<file path="config.mk">
export PLATFORM = sky130hd
export DESIGN_NAME = microstep_sequencer
export DESIGN_NICKNAME = d
export VERILOG_FILES = /design/src/hw/stepper_pkg.sv /design/src/hw/duty_pwm.sv /design/src/hw/microstep_sequencer.sv
export SDC_FILE = /design/constraint.sdc
export NUM_CORES = 1
export LEC_CHECK = 0
export BUFFER_PORTS_ARGS = -buffer_cell sky130_fd_sc_hd__buf_2
export CORE_MARGIN = 1
export CORE_UTILIZATION = 53
export CTS_CLUSTER_SIZE = 20
export DETAILED_ROUTE_END_ITERATION = 8
export PLACE_DENSITY = 0.75
export SLEW_MARGIN = 0
export SYNTH_ARGS = -nofsm -noshare
export SYNTH_HDL_FRONTEND = slang
export SYNTH_HIERARCHICAL = 1
export SYNTH_SLANG_ARGS = --single-unit
</file>
<file path="constraint.sdc">
create_clock -name clk -period 7.8 [get_ports clk]
set_clock_uncertainty 0.05 [all_clocks]
set_input_delay 0 -clock clk [delete_from_list [all_inputs] [get_ports clk]]
set_output_delay 0 -clock clk [all_outputs]
set_load 0.01 [all_outputs]
</file>
<file path="src/hw/stepper_pkg.sv">
// Constants, types and helpers shared by the microstep sequencer
package stepper_pkg;

  // ********************************
  // Timing
  // ********************************
  localparam int CLK_PERIOD_NS = 20;
  localparam int POR_TIME_NS = 100000;
  localparam int POR_CYCLES_DEF = (POR_TIME_NS + CLK_PERIOD_NS - 1) / CLK_PERIOD_NS;
  localparam int POR_CNT_W = 16;

  // ********************************
  // Register map
  // ********************************
  localparam int ADDR_W = 12;
  localparam logic [11:0] OFS_CTRL = 12'h000;
  localparam logic [11:0] OFS_STEP = 12'h004;
  localparam logic [11:0] OFS_TORQUE = 12'h008;
  localparam logic [11:0] OFS_STATUS = 12'h00c;
  localparam logic [11:0] OFS_DUTY = 12'h010;

  localparam int CTRL_FAST_BIT = 0;
  localparam int CTRL_EN_A_BIT = 1;
  localparam int CTRL_EN_B_BIT = 2;
  localparam int CTRL_PHASE_LSB = 4;
  localparam int STEP_GO_BIT = 0;
  localparam int STEP_REV_BIT = 1;
  localparam int STATUS_REV_BIT = 8;
  localparam int STATUS_BUSY_BIT = 9;
  localparam int STATUS_POR_BIT = 10;
  localparam int DUTY_B_LSB = 8;

  localparam logic [3:0] PHASE_RST = 4'h0;
  localparam logic [7:0] TORQUE_RST = 8'hff;
  localparam logic [7:0] IDX_RST = 8'h00;

  // ********************************
  // Step index decoding
  // ********************************
  localparam logic [7:0] LOOKUP_MASK = 8'h1f;
  localparam logic [7:0] CLK_MASK = 8'h0e;
  localparam logic [7:0] CLK_MATCH = 8'h08;
  localparam logic [5:0] PHASE_A_BASE = 6'h00;
  localparam logic [5:0] PHASE_B_BASE = 6'h10;

  // Sine magnitude, full scale 256, 16 entries per full step
  localparam logic [7:0] SINE_TABLE [0:47] = '{
    8'hb4, 8'hc5, 8'hd4, 8'he0, 8'heb, 8'hf4, 8'hfa, 8'hfd,
    8'hfe, 8'hfd, 8'hfa, 8'hf4, 8'heb, 8'he0, 8'hd4, 8'hc5,
    8'hb4, 8'ha1, 8'h8d, 8'h78, 8'h61, 8'h4a, 8'h31, 8'h18,
    8'h00, 8'h18, 8'h31, 8'h4a, 8'h61, 8'h78, 8'h8d, 8'ha1,
    8'hb4, 8'hc5, 8'hd4, 8'he0, 8'heb, 8'hf4, 8'hfa, 8'hfd,
    8'hfe, 8'hfd, 8'hfa, 8'hf4, 8'heb, 8'he0, 8'hd4, 8'hc5
  };

  // ********************************
  // Types
  // ********************************
  typedef enum logic [1:0] {
    ST_IDLE = 2'b00,
    ST_UPDATE = 2'b01,
    ST_LOOKUP = 2'b11,
    ST_SCALE = 2'b10
  } step_state_type;

  typedef struct packed {
    logic psel;
    logic penable;
    logic pwrite;
    logic [ADDR_W-1:0] paddr;
    logic [31:0] pwdata;
  } apb_req_type;

  typedef struct packed {
    logic [31:0] prdata;
    logic pready;
    logic pslverr;
  } apb_rsp_type;

  typedef struct packed {
    step_state_type fsm;
    logic [7:0] idx;
    logic rev;
    logic [7:0] tab_a;
    logic [7:0] tab_b;
    logic [7:0] duty_a;
    logic [7:0] duty_b;
    logic fast;
    logic en_a;
    logic en_b;
    logic [3:0] phase;
    logic [7:0] torque;
    logic [POR_CNT_W-1:0] por_cnt;
    logic por_done;
    logic ctrl_rst_n;
    logic drv_clk;
    logic drv_rst_n;
    logic [3:0] phase_out;
    logic en_a_out;
    logic en_b_out;
    logic [3:0] bridge_in;
    logic [1:0] bridge_en;
    apb_rsp_type rsp;
  } seq_state_type;

  typedef struct packed {
    logic [7:0] cnt;
    logic pwm;
  } pwm_state_type;

  // ********************************
  // Helpers
  // ********************************
  function automatic logic [7:0] scale_duty(input logic [7:0] value, input logic [7:0] torque);
    logic [15:0] prod;
    prod = value * torque;
    return prod[15:8];
  endfunction

  function automatic logic [7:0] sine_at(input logic [5:0] base, input logic [7:0] idx);
    logic [7:0] pos;
    pos = idx & LOOKUP_MASK;
    return SINE_TABLE[base + pos[5:0]];
  endfunction

  function automatic logic clock_edge(input logic [7:0] idx, input logic rev);
    logic [7:0] pos;
    pos = idx & LOOKUP_MASK;
    if (rev)
    begin
      pos = pos + 8'h01;
    end
    return (pos & CLK_MASK) == CLK_MATCH;
  endfunction

endpackage
</file>
<file path="src/hw/duty_pwm.sv">
// Free-running PWM that turns a duty value into a filtered reference drive
`timescale 1ns/10ps
module duty_pwm
  import stepper_pkg::*;
(
  input wire logic clk, // System clock
  input wire logic nrst, // Asynchronous reset, active low
  input wire logic [7:0] duty, // High time in counts of 256
  output logic pwm_out // Registered PWM level
);

  pwm_state_type s_r;
  pwm_state_type s_nxt;

  always_comb
  begin
    s_nxt = s_r;
    s_nxt.cnt = s_r.cnt + 8'h01;
    s_nxt.pwm = s_r.cnt < duty;
  end

  always_ff @(posedge clk or negedge nrst)
  begin
    if (!nrst)
    begin
      s_r <= '0;
    end
    else
    begin
      s_r <= s_nxt;
    end
  end

  assign pwm_out = s_r.pwm;

endmodule // duty_pwm

</file>
<file path="src/hw/microstep_sequencer.sv">
// Microstep sequencer for a two-phase stepper, APB slave, top level
//
// How it works
// - Each phase current reference comes from its own PWM duty output.
// - Four phase-direction outputs plus one enable output per bridge.
// - Slow decay: chopping gates the normally high phase input of each bridge.
// - Fast decay: chopping drives bridge enables, phase outputs drive polarity directly.
// - Fast decay: bridge enable outputs gate controller inputs for zero current.
// - Power-on reset holds the controller in reset, bridges disabled.
// - Each step first returns the driver clock output low.
// - Forward step increments the 8-bit index, reverse decrements it.
// - Driver reset high normally, asserted from the step where index reaches zero until the next step.
// - Lowest five index bits address the sine lookup, 32 positions.
// - Forward: driver clock rises when masked index bits 3..1 equal 8.
// - Reverse: index plus one is masked, so positions 7, 8, 23 and 24 clock the driver.
// - Lookup holds sine magnitudes, full scale 256, 16 entries per step.
// - Phase A looks up from 45 degrees, phase B from 135 degrees.
// - Duty equals table value times torque factor, upper byte kept.
// - Table values follow the given phase A and phase B sequences.
`timescale 1ns/10ps
module microstep_sequencer
  import stepper_pkg::*;
#(
  parameter int POR_CYCLES = POR_CYCLES_DEF
)
(
  input wire logic clk, // System clock, 50 MHz
  input wire logic nrst, // Asynchronous reset, active low
  input wire apb_req_type apb_req, // APB request signals
  output apb_rsp_type apb_rsp, // APB answer signals
  input wire logic chop_a, // Current chopping level, bridge A
  input wire logic chop_b, // Current chopping level, bridge B
  output logic [3:0] phase_out, // Phase-direction outputs
  output logic bridge_a_enable_out, // Bridge A enable
  output logic bridge_b_enable_out, // Bridge B enable
  output logic [3:0] bridge_in_drive, // Bridge polarity inputs after decay routing
  output logic [1:0] bridge_en_drive, // Bridge enable inputs after decay routing
  output logic ctrl_rst_n, // Current controller reset, active low
  output logic drv_clk, // Driver step clock
  output logic drv_rst_n, // Driver sequence reset, active low
  output logic vref_a_pwm, // Phase A reference PWM
  output logic vref_b_pwm // Phase B reference PWM
);

  // ********************************
  // Elaboration checks
  // ********************************
  if (POR_CYCLES < 1 || POR_CYCLES >= 2 ** POR_CNT_W)
  begin : g_bad_por
    $error("POR_CYCLES out of range for the counter");
  end

  localparam logic [POR_CNT_W-1:0] POR_LAST = POR_CNT_W'(POR_CYCLES - 1);

  seq_state_type s_r;
  seq_state_type s_nxt;
  logic access;
  logic wr;
  logic step_go;

  // ********************************
  // Next state
  // ********************************
  always_comb
  begin
    s_nxt = s_r;
    access = apb_req.psel && apb_req.penable && !s_r.rsp.pready;
    wr = access && apb_req.pwrite;
    step_go = wr && (apb_req.paddr == OFS_STEP) && apb_req.pwdata[STEP_GO_BIT]
      && (s_r.fsm == ST_IDLE) && s_r.por_done;

    // Power-on hold of the controller
    if (!s_r.por_done)
    begin
      if (s_r.por_cnt == POR_LAST)
      begin
        s_nxt.por_done = 1'b1;
      end
      s_nxt.por_cnt = s_r.por_cnt + POR_CNT_W'(1);
    end
    s_nxt.ctrl_rst_n = s_r.por_done;

    // APB slave: one wait state, then pready for one cycle
    s_nxt.rsp.pready = access;
    s_nxt.rsp.pslverr = 1'b0;
    if (access)
    begin
      s_nxt.rsp.prdata = '0;
      case (apb_req.paddr)
        OFS_CTRL:
        begin
          s_nxt.rsp.prdata[CTRL_FAST_BIT] = s_r.fast;
          s_nxt.rsp.prdata[CTRL_EN_A_BIT] = s_r.en_a;
          s_nxt.rsp.prdata[CTRL_EN_B_BIT] = s_r.en_b;
          s_nxt.rsp.prdata[CTRL_PHASE_LSB +: 4] = s_r.phase;
          if (apb_req.pwrite)
          begin
            s_nxt.fast = apb_req.pwdata[CTRL_FAST_BIT];
            s_nxt.en_a = apb_req.pwdata[CTRL_EN_A_BIT];
            s_nxt.en_b = apb_req.pwdata[CTRL_EN_B_BIT];
            s_nxt.phase = apb_req.pwdata[CTRL_PHASE_LSB +: 4];
          end
        end
        OFS_STEP:
        begin
          s_nxt.rsp.prdata = '0;
        end
        OFS_TORQUE:
        begin
          s_nxt.rsp.prdata[7:0] = s_r.torque;
          if (apb_req.pwrite)
          begin
            s_nxt.torque = apb_req.pwdata[7:0];
          end
        end
        OFS_STATUS:
        begin
          s_nxt.rsp.prdata[7:0] = s_r.idx;
          s_nxt.rsp.prdata[STATUS_REV_BIT] = s_r.rev;
          s_nxt.rsp.prdata[STATUS_BUSY_BIT] = s_r.fsm != ST_IDLE;
          s_nxt.rsp.prdata[STATUS_POR_BIT] = s_r.por_done;
        end
        OFS_DUTY:
        begin
          s_nxt.rsp.prdata[7:0] = s_r.duty_a;
          s_nxt.rsp.prdata[DUTY_B_LSB +: 8] = s_r.duty_b;
        end
        default:
        begin
          s_nxt.rsp.pslverr = 1'b1;
        end
      endcase
    end

    // Step engine, four cycles per request
    case (s_r.fsm)
      ST_IDLE:
      begin
        if (step_go)
        begin
          s_nxt.rev = apb_req.pwdata[STEP_REV_BIT];
          s_nxt.drv_clk = 1'b0;
          if (apb_req.pwdata[STEP_REV_BIT])
          begin
            s_nxt.idx = s_r.idx - 8'h01;
          end
          else
          begin
            s_nxt.idx = s_r.idx + 8'h01;
          end
          s_nxt.drv_rst_n = s_nxt.idx != 8'h00;
          s_nxt.fsm = ST_UPDATE;
        end
      end
      ST_UPDATE:
      begin
        s_nxt.drv_clk = clock_edge(s_r.idx, s_r.rev);
        s_nxt.tab_a = sine_at(PHASE_A_BASE, s_r.idx);
        s_nxt.tab_b = sine_at(PHASE_B_BASE, s_r.idx);
        s_nxt.fsm = ST_LOOKUP;
      end
      ST_LOOKUP:
      begin
        s_nxt.duty_a = scale_duty(s_r.tab_a, s_r.torque);
        s_nxt.duty_b = scale_duty(s_r.tab_b, s_r.torque);
        s_nxt.fsm = ST_SCALE;
      end
      ST_SCALE:
      begin
        s_nxt.fsm = ST_IDLE;
      end
      default:
      begin
        s_nxt.fsm = ST_IDLE;
      end
    endcase

    // Bridge routing; enables stay off until the controller leaves reset
    s_nxt.phase_out = s_r.phase;
    s_nxt.en_a_out = s_r.en_a && s_r.por_done;
    s_nxt.en_b_out = s_r.en_b && s_r.por_done;
    if (!s_r.por_done)
    begin
      s_nxt.bridge_in = '0;
      s_nxt.bridge_en = '0;
    end
    else if (s_r.fast)
    begin
      s_nxt.bridge_in = s_r.phase;
      s_nxt.bridge_en = {chop_b && s_r.en_b, chop_a && s_r.en_a};
    end
    else
    begin
      // Only the high phase input of a pair carries the chopping
      s_nxt.bridge_in = s_r.phase & {chop_b, chop_b, chop_a, chop_a};
      s_nxt.bridge_en = {s_r.en_b, s_r.en_a};
    end
  end

  // ********************************
  // State register
  // ********************************
  always_ff @(posedge clk or negedge nrst)
  begin
    if (!nrst)
    begin
      s_r <= '0;
      s_r.fsm <= ST_IDLE;
      s_r.idx <= IDX_RST;
      s_r.phase <= PHASE_RST;
      s_r.torque <= TORQUE_RST;
      s_r.drv_rst_n <= 1'b1;
    end
    else
    begin
      s_r <= s_nxt;
    end
  end

  // ********************************
  // Reference PWM outputs
  // ********************************
  duty_pwm u_pwm_a (
    .clk(clk),
    .nrst(nrst),
    .duty(s_r.duty_a),
    .pwm_out(vref_a_pwm)
  );

  duty_pwm u_pwm_b (
    .clk(clk),
    .nrst(nrst),
    .duty(s_r.duty_b),
    .pwm_out(vref_b_pwm)
  );

  assign apb_rsp = s_r.rsp;
  assign phase_out = s_r.phase_out;
  assign bridge_a_enable_out = s_r.en_a_out;
  assign bridge_b_enable_out = s_r.en_b_out;
  assign bridge_in_drive = s_r.bridge_in;
  assign bridge_en_drive = s_r.bridge_en;
  assign ctrl_rst_n = s_r.ctrl_rst_n;
  assign drv_clk = s_r.drv_clk;
  assign drv_rst_n = s_r.drv_rst_n;

  // ********************************
  // Assertions
  // ********************************
  property p_step_index;
    @(posedge clk) disable iff (!nrst)
    step_go |=> (s_r.fsm == ST_UPDATE)
      && (s_r.idx == $past(s_r.idx) + ($past(apb_req.pwdata[STEP_REV_BIT]) ? 8'hff : 8'h01));
  endproperty
  a_step_index: assert property (p_step_index) else $error("step index not moved by one");

  property p_clk_low;
    @(posedge clk) disable iff (!nrst)
    step_go |=> !drv_clk;
  endproperty
  a_clk_low: assert property (p_clk_low) else $error("driver clock not low at update");

  property p_clk_edge;
    @(posedge clk) disable iff (!nrst)
    (s_r.fsm == ST_UPDATE) |=> drv_clk == clock_edge($past(s_r.idx), $past(s_r.rev));
  endproperty
  a_clk_edge: assert property (p_clk_edge) else $error("driver clock edge wrong");

  property p_wrap_reset;
    @(posedge clk) disable iff (!nrst)
    $past(step_go) |-> drv_rst_n == (s_r.idx != 8'h00);
  endproperty
  a_wrap_reset: assert property (p_wrap_reset) else $error("driver reset not tied to wrap");

  property p_lookup;
    @(posedge clk) disable iff (!nrst)
    (s_r.fsm == ST_LOOKUP) |-> s_r.tab_a == SINE_TABLE[s_r.idx[4:0]]
      && s_r.tab_b == SINE_TABLE[6'(s_r.idx[4:0]) + PHASE_B_BASE];
  endproperty
  a_lookup: assert property (p_lookup) else $error("sine lookup mismatch");

  property p_duty;
    @(posedge clk) disable iff (!nrst)
    (s_r.fsm == ST_LOOKUP) ##1 (s_r.fsm == ST_SCALE)
      |-> s_r.duty_a == scale_duty($past(s_r.tab_a), $past(s_r.torque));
  endproperty
  a_duty: assert property (p_duty) else $error("phase A duty not scaled");

  property p_update_len;
    @(posedge clk) disable iff (!nrst)
    step_go |=> (s_r.fsm == ST_UPDATE) ##1 (s_r.fsm == ST_LOOKUP)
      ##1 (s_r.fsm == ST_SCALE) ##1 (s_r.fsm == ST_IDLE);
  endproperty
  a_update_len: assert property (p_update_len) else $error("step update sequence broken");

  property p_por_hold;
    @(posedge clk) disable iff (!nrst)
    !s_r.por_done |=> !ctrl_rst_n && (bridge_en_drive == 2'b00);
  endproperty
  a_por_hold: assert property (p_por_hold) else $error("bridges live during power-up");

  property p_fast_route;
    @(posedge clk) disable iff (!nrst)
    (s_r.por_done && s_r.fast) |=> bridge_in_drive == $past(s_r.phase)
      && bridge_en_drive == $past({chop_b && s_r.en_b, chop_a && s_r.en_a});
  endproperty
  a_fast_route: assert property (p_fast_route) else $error("fast decay routing wrong");

  property p_slow_route;
    @(posedge clk) disable iff (!nrst)
    (s_r.por_done && !s_r.fast) |=> bridge_in_drive
      == $past(s_r.phase & {chop_b, chop_b, chop_a, chop_a});
  endproperty
  a_slow_route: assert property (p_slow_route) else $error("slow decay routing wrong");

  property p_duty_b;
    @(posedge clk) disable iff (!nrst)
    (s_r.fsm == ST_LOOKUP) ##1 (s_r.fsm == ST_SCALE)
      |-> s_r.duty_b == scale_duty($past(s_r.tab_b), $past(s_r.torque));
  endproperty
  a_duty_b: assert property (p_duty_b) else $error("phase B duty not scaled");

  property p_enable_out;
    @(posedge clk) disable iff (!nrst)
    s_r.por_done |=> bridge_a_enable_out == $past(s_r.en_a)
      && bridge_b_enable_out == $past(s_r.en_b);
  endproperty
  a_enable_out: assert property (p_enable_out) else $error("bridge enable output wrong");

  property p_phase_out;
    @(posedge clk) disable iff (!nrst)
    s_r.por_done |=> phase_out == $past(s_r.phase);
  endproperty
  a_phase_out: assert property (p_phase_out) else $error("phase output wrong");

  property p_rst_hold;
    @(posedge clk) disable iff (!nrst)
    !step_go |=> drv_rst_n == $past(drv_rst_n);
  endproperty
  a_rst_hold: assert property (p_rst_hold) else $error("driver reset moved without step");

  property p_busy_hold;
    @(posedge clk) disable iff (!nrst)
    (s_r.fsm != ST_IDLE) |=> s_r.idx == $past(s_r.idx);
  endproperty
  a_busy_hold: assert property (p_busy_hold) else $error("index moved while busy");

endmodule // microstep_sequencer

</file>
==> results.cfg <==
[yosys]
synth_edf_count = 0
synthAdderAreaFrac = 0.257
synthTopCellsByArea = dfrtp_1, fa_1, ha_1
synthCells = 1081
synthDistinctLibCells = 61
synth_compound_area_frac = 0.0953
muxShareOfSynthArea = 0.0313
yosysWarningCount = 6
synth_area_leader_cell = dfrtp_1
synth_top_family_by_area = adder cells
synth_ff_type = dfrtp_1
synth_top_area_share = 0.284
netlist_area_um2 = 10300
yosysSeqAreaShare = 0.307
avgSynthCellArea_um2 = 9.55
ys_async_sr_fraction = 1.00
synth_simple_gate_area_frac = 0.181
ys_ff_latch = 126
synthXorXnorAreaFrac = 0.0433

[die]
core_area_um2 = 18900
io_pins = 102
die_y_um = 142
die_w_um = 142
initial_utilization = 0.546
num_rows = 50
die-area_um2 = 20000

[global_route]
grt_util_all_layers = 0.237
grt_overflow = 0
grt_pass1_vias = 7671
grt_pass1_wl_um = 37200
grt_max_degree = 80
antenna_found_initial = 0

[status]
status = finished clean

[route]
avgRoutedWirePerCell_um = 15.8
drt_pass1_iterations = 5
ant_nets = 0
drt_iter0_drc = 350
avgViaCountPerCell = 5.39
drc_errors = 0
vias = 7512
wl_um = 22000

[timing]
slew_headroom = 0.245
drv_slew = 0
grt_setup_unrepaired = no
final-setup-viol-count = 0
fin_crit_ps = 5060
tightest_slew_ps = 1120
setup_tns_ps = 0
hold_viol = 0
fin_crit_sh = 0.648
max_freq_mhz = 198

[setup_path]
end_kind = flip-flop
cp_slowest_cell = dfstp_2
path_cells = and2_1 -> fa_1 -> fa_1 -> fa_1 -> inv_1 -> fa_1 -> inv_1 -> ha_1 -> and2_1 -> a221o_1 -> a221oi_4 -> o21bai_1 -> xnor2_1 -> o21ai_0
worst-path-buf-inv = 2
crit_top_cell = fa_1
cp.required_ps = 8080
critPathTopFamily = adder cells
path_class = reg2reg
crit_arrival_ps = 5330
max_stage_delay_ps = 720
crit_fanout = 18
cp-start-kind = flip-flop

[clocking]
clock_latency_ps = 430
clockBufferDepth = 2
cts.repair.resized = 0
htreeDepth = 4
clkTransAtPathRegs_ps = 60
numClockSinks = 126
cts_buffers = 17
cts_tree = yes
root_buffer = clkbuf_16

[place]
gp_congestion = 0.858
dpl-instance-area_um2 = 10500
hpwl_um = 16000
placedCellCount = 1341
numPortBuffers = 61

[power]
power_frac_comb = 0.040
p_leak_nw = 5.87
p_per_area_nw_per_um2 = 131
switchingPower_mw = 0.381
p_sw_frac = 0.257
clockPowerShare = 0.516
power.internal_mw = 1.10
ir_worst_vdd_uv = 141
power_mw = 1.48
seq_power_share = 0.444

[cells_and_area]
drive_gt1_frac = 0.118
stdcell_area_um2 = 11300
syn2layout_area_growth_pct = 9.75
layoutNonFillerInstCount = 1393
antenna_cells = 0
num-nets-final = 1340
final_cell_mix = dfrtp_1, inv_1, and2_1, nand2_1, ha_1
final_common_cell = dfrtp_1

[worst_hold_path]
min_path_type = in2async

[job]
max_cap_violations = 0
-- cells by family after synthesis --
kind of cell | count (synthesis)
other | 1
XOR/XNOR | 51
flip-flops | 126
buffers and inverters | 187
AND/OR/NAND/NOR | 359
multiplexers | 30
AO/OA/AOI/OAI | 158
adder cells (fa/ha/maj) | 169
-- power by group through the flow --
stage	registers [mW]	logic (mW)	clock network, mW
6_report	0.659	0.0587	0.765
3_3_place_gp	0.670	0.0501	0
5_1_grt	0.659	0.0661	0.803
4_1_cts	0.659	0.0585	0.770
3_5_place_dp	0.670	0.0509	0
2_1_floorplan	0.670	0.0320	0
-- synthesized netlist by cell type, drive strengths merged, types with 2 or more instances --
master / number
ha: 98
a21boi: 3
nand4b: 3
and2: 106
nor2b: 6
xor2: 24
dfrtp: 117
a21oi: 37
a21o: 9
o21ai: 66
a221oi: 3
a221o: 9
o31ai: 2
mux2: 15
a211oi: 5
a31oi: 7
inv: 109
dfstp: 9
clkbuf: 26
nand4: 3
nand3: 34
o22ai: 2
and3: 17
nand2: 108
nor4: 5
buf: 51
mux2i: 15
nor2: 45
a31o: 2
xnor2: 27
o211ai: 6
or2: 2
fa: 71
nand2b: 14
nor3: 12
-- cell type report --
type                    count  area (um^2)
flip-flops and latches    126         3160
clock inverters            15          151
repair buffers             82          515
fillers                  1611         7570
clock buffers              17          425
well taps                 260          325
inverters                 110          413
multi-input cells         783         6330
-- state kept, by name, summed over array words and instances, names as in the netlist --
signal               count
bridge_in_drive          4
ctrl_rst_n               1
u_pwm_b/s_r              8
apb_rsp                 18
u_pwm_b/pwm_out          1
bridge_b_enable_out      1
s_r                     70
u_pwm_a/pwm_out          1
bridge_en_drive          2
drv_rst_n                1
phase_out                4
bridge_a_enable_out      1
s_nxt                    5
u_pwm_a/s_r              8
drv_clk                  1
-- path summary, 6_finish.rpt --
check                                 start             end  slack [ps]  cells after the start
min in group clk                apb_req[41]      apb_rsp[0]          90                      4
worst max register to register      s_r[72]         s_r[94]        2740                     14
max in group asynchronous              nrst        s_r[123]        6250                      3
worst min-delay path                   nrst  u_pwm_a/s_r[8]          60                      2
worst max-delay path                s_r[72]         s_r[94]        2740                     14
worst min register to register    s_nxt[45]    phase_out[3]         370                      0
-- routing by layer --
metal	part of all wire	wire length (um)	vias to the layer above	GRT usage
met4	0.029	635	0	0.0973
met5	0	0	-	0
li1	-	-	3606	-
met3	0.044	977	51	0.0439
met1	0.44	9610	3680	0.306
met2	0.49	10700	175	0.395
-- metrics by stage --
| stage | util | worst slack, ps | hold WS, ps |
|---|---|---|---|
| 6_report | 0.599 | 2740 | 62.2 |
| 5_1_grt | 0.599 | 2490 | 130 |
| 4_1_cts | 0.599 | 2710 | 69.7 |
| 3_5_place_dp | 0.558 | 2720 | -6.36 |
| 3_3_place_gp | 0.558 | 2800 | -11.4 |
| 2_1_floorplan | - | 2980 | -346 |
-- worst reg2reg max path: stages, from the launching register on --
cell and delay (ps):
dfstp_2 720, and2_1 220, fa_1 460, fa_1 520
fa_1 540, inv_1 60, fa_1 520, inv_1 40
ha_1 320, and2_1 190, a221o_1 380, a221oi_4 460
o21bai_1 160, xnor2_1 140, o21ai_0 170
-- timing repair --
action	4_1_cts	5_1_grt
hold buffers	20	0
setup buffers	0	0
endpoints found under the hold margin	71	0
(Power assumes the default switching activity.)
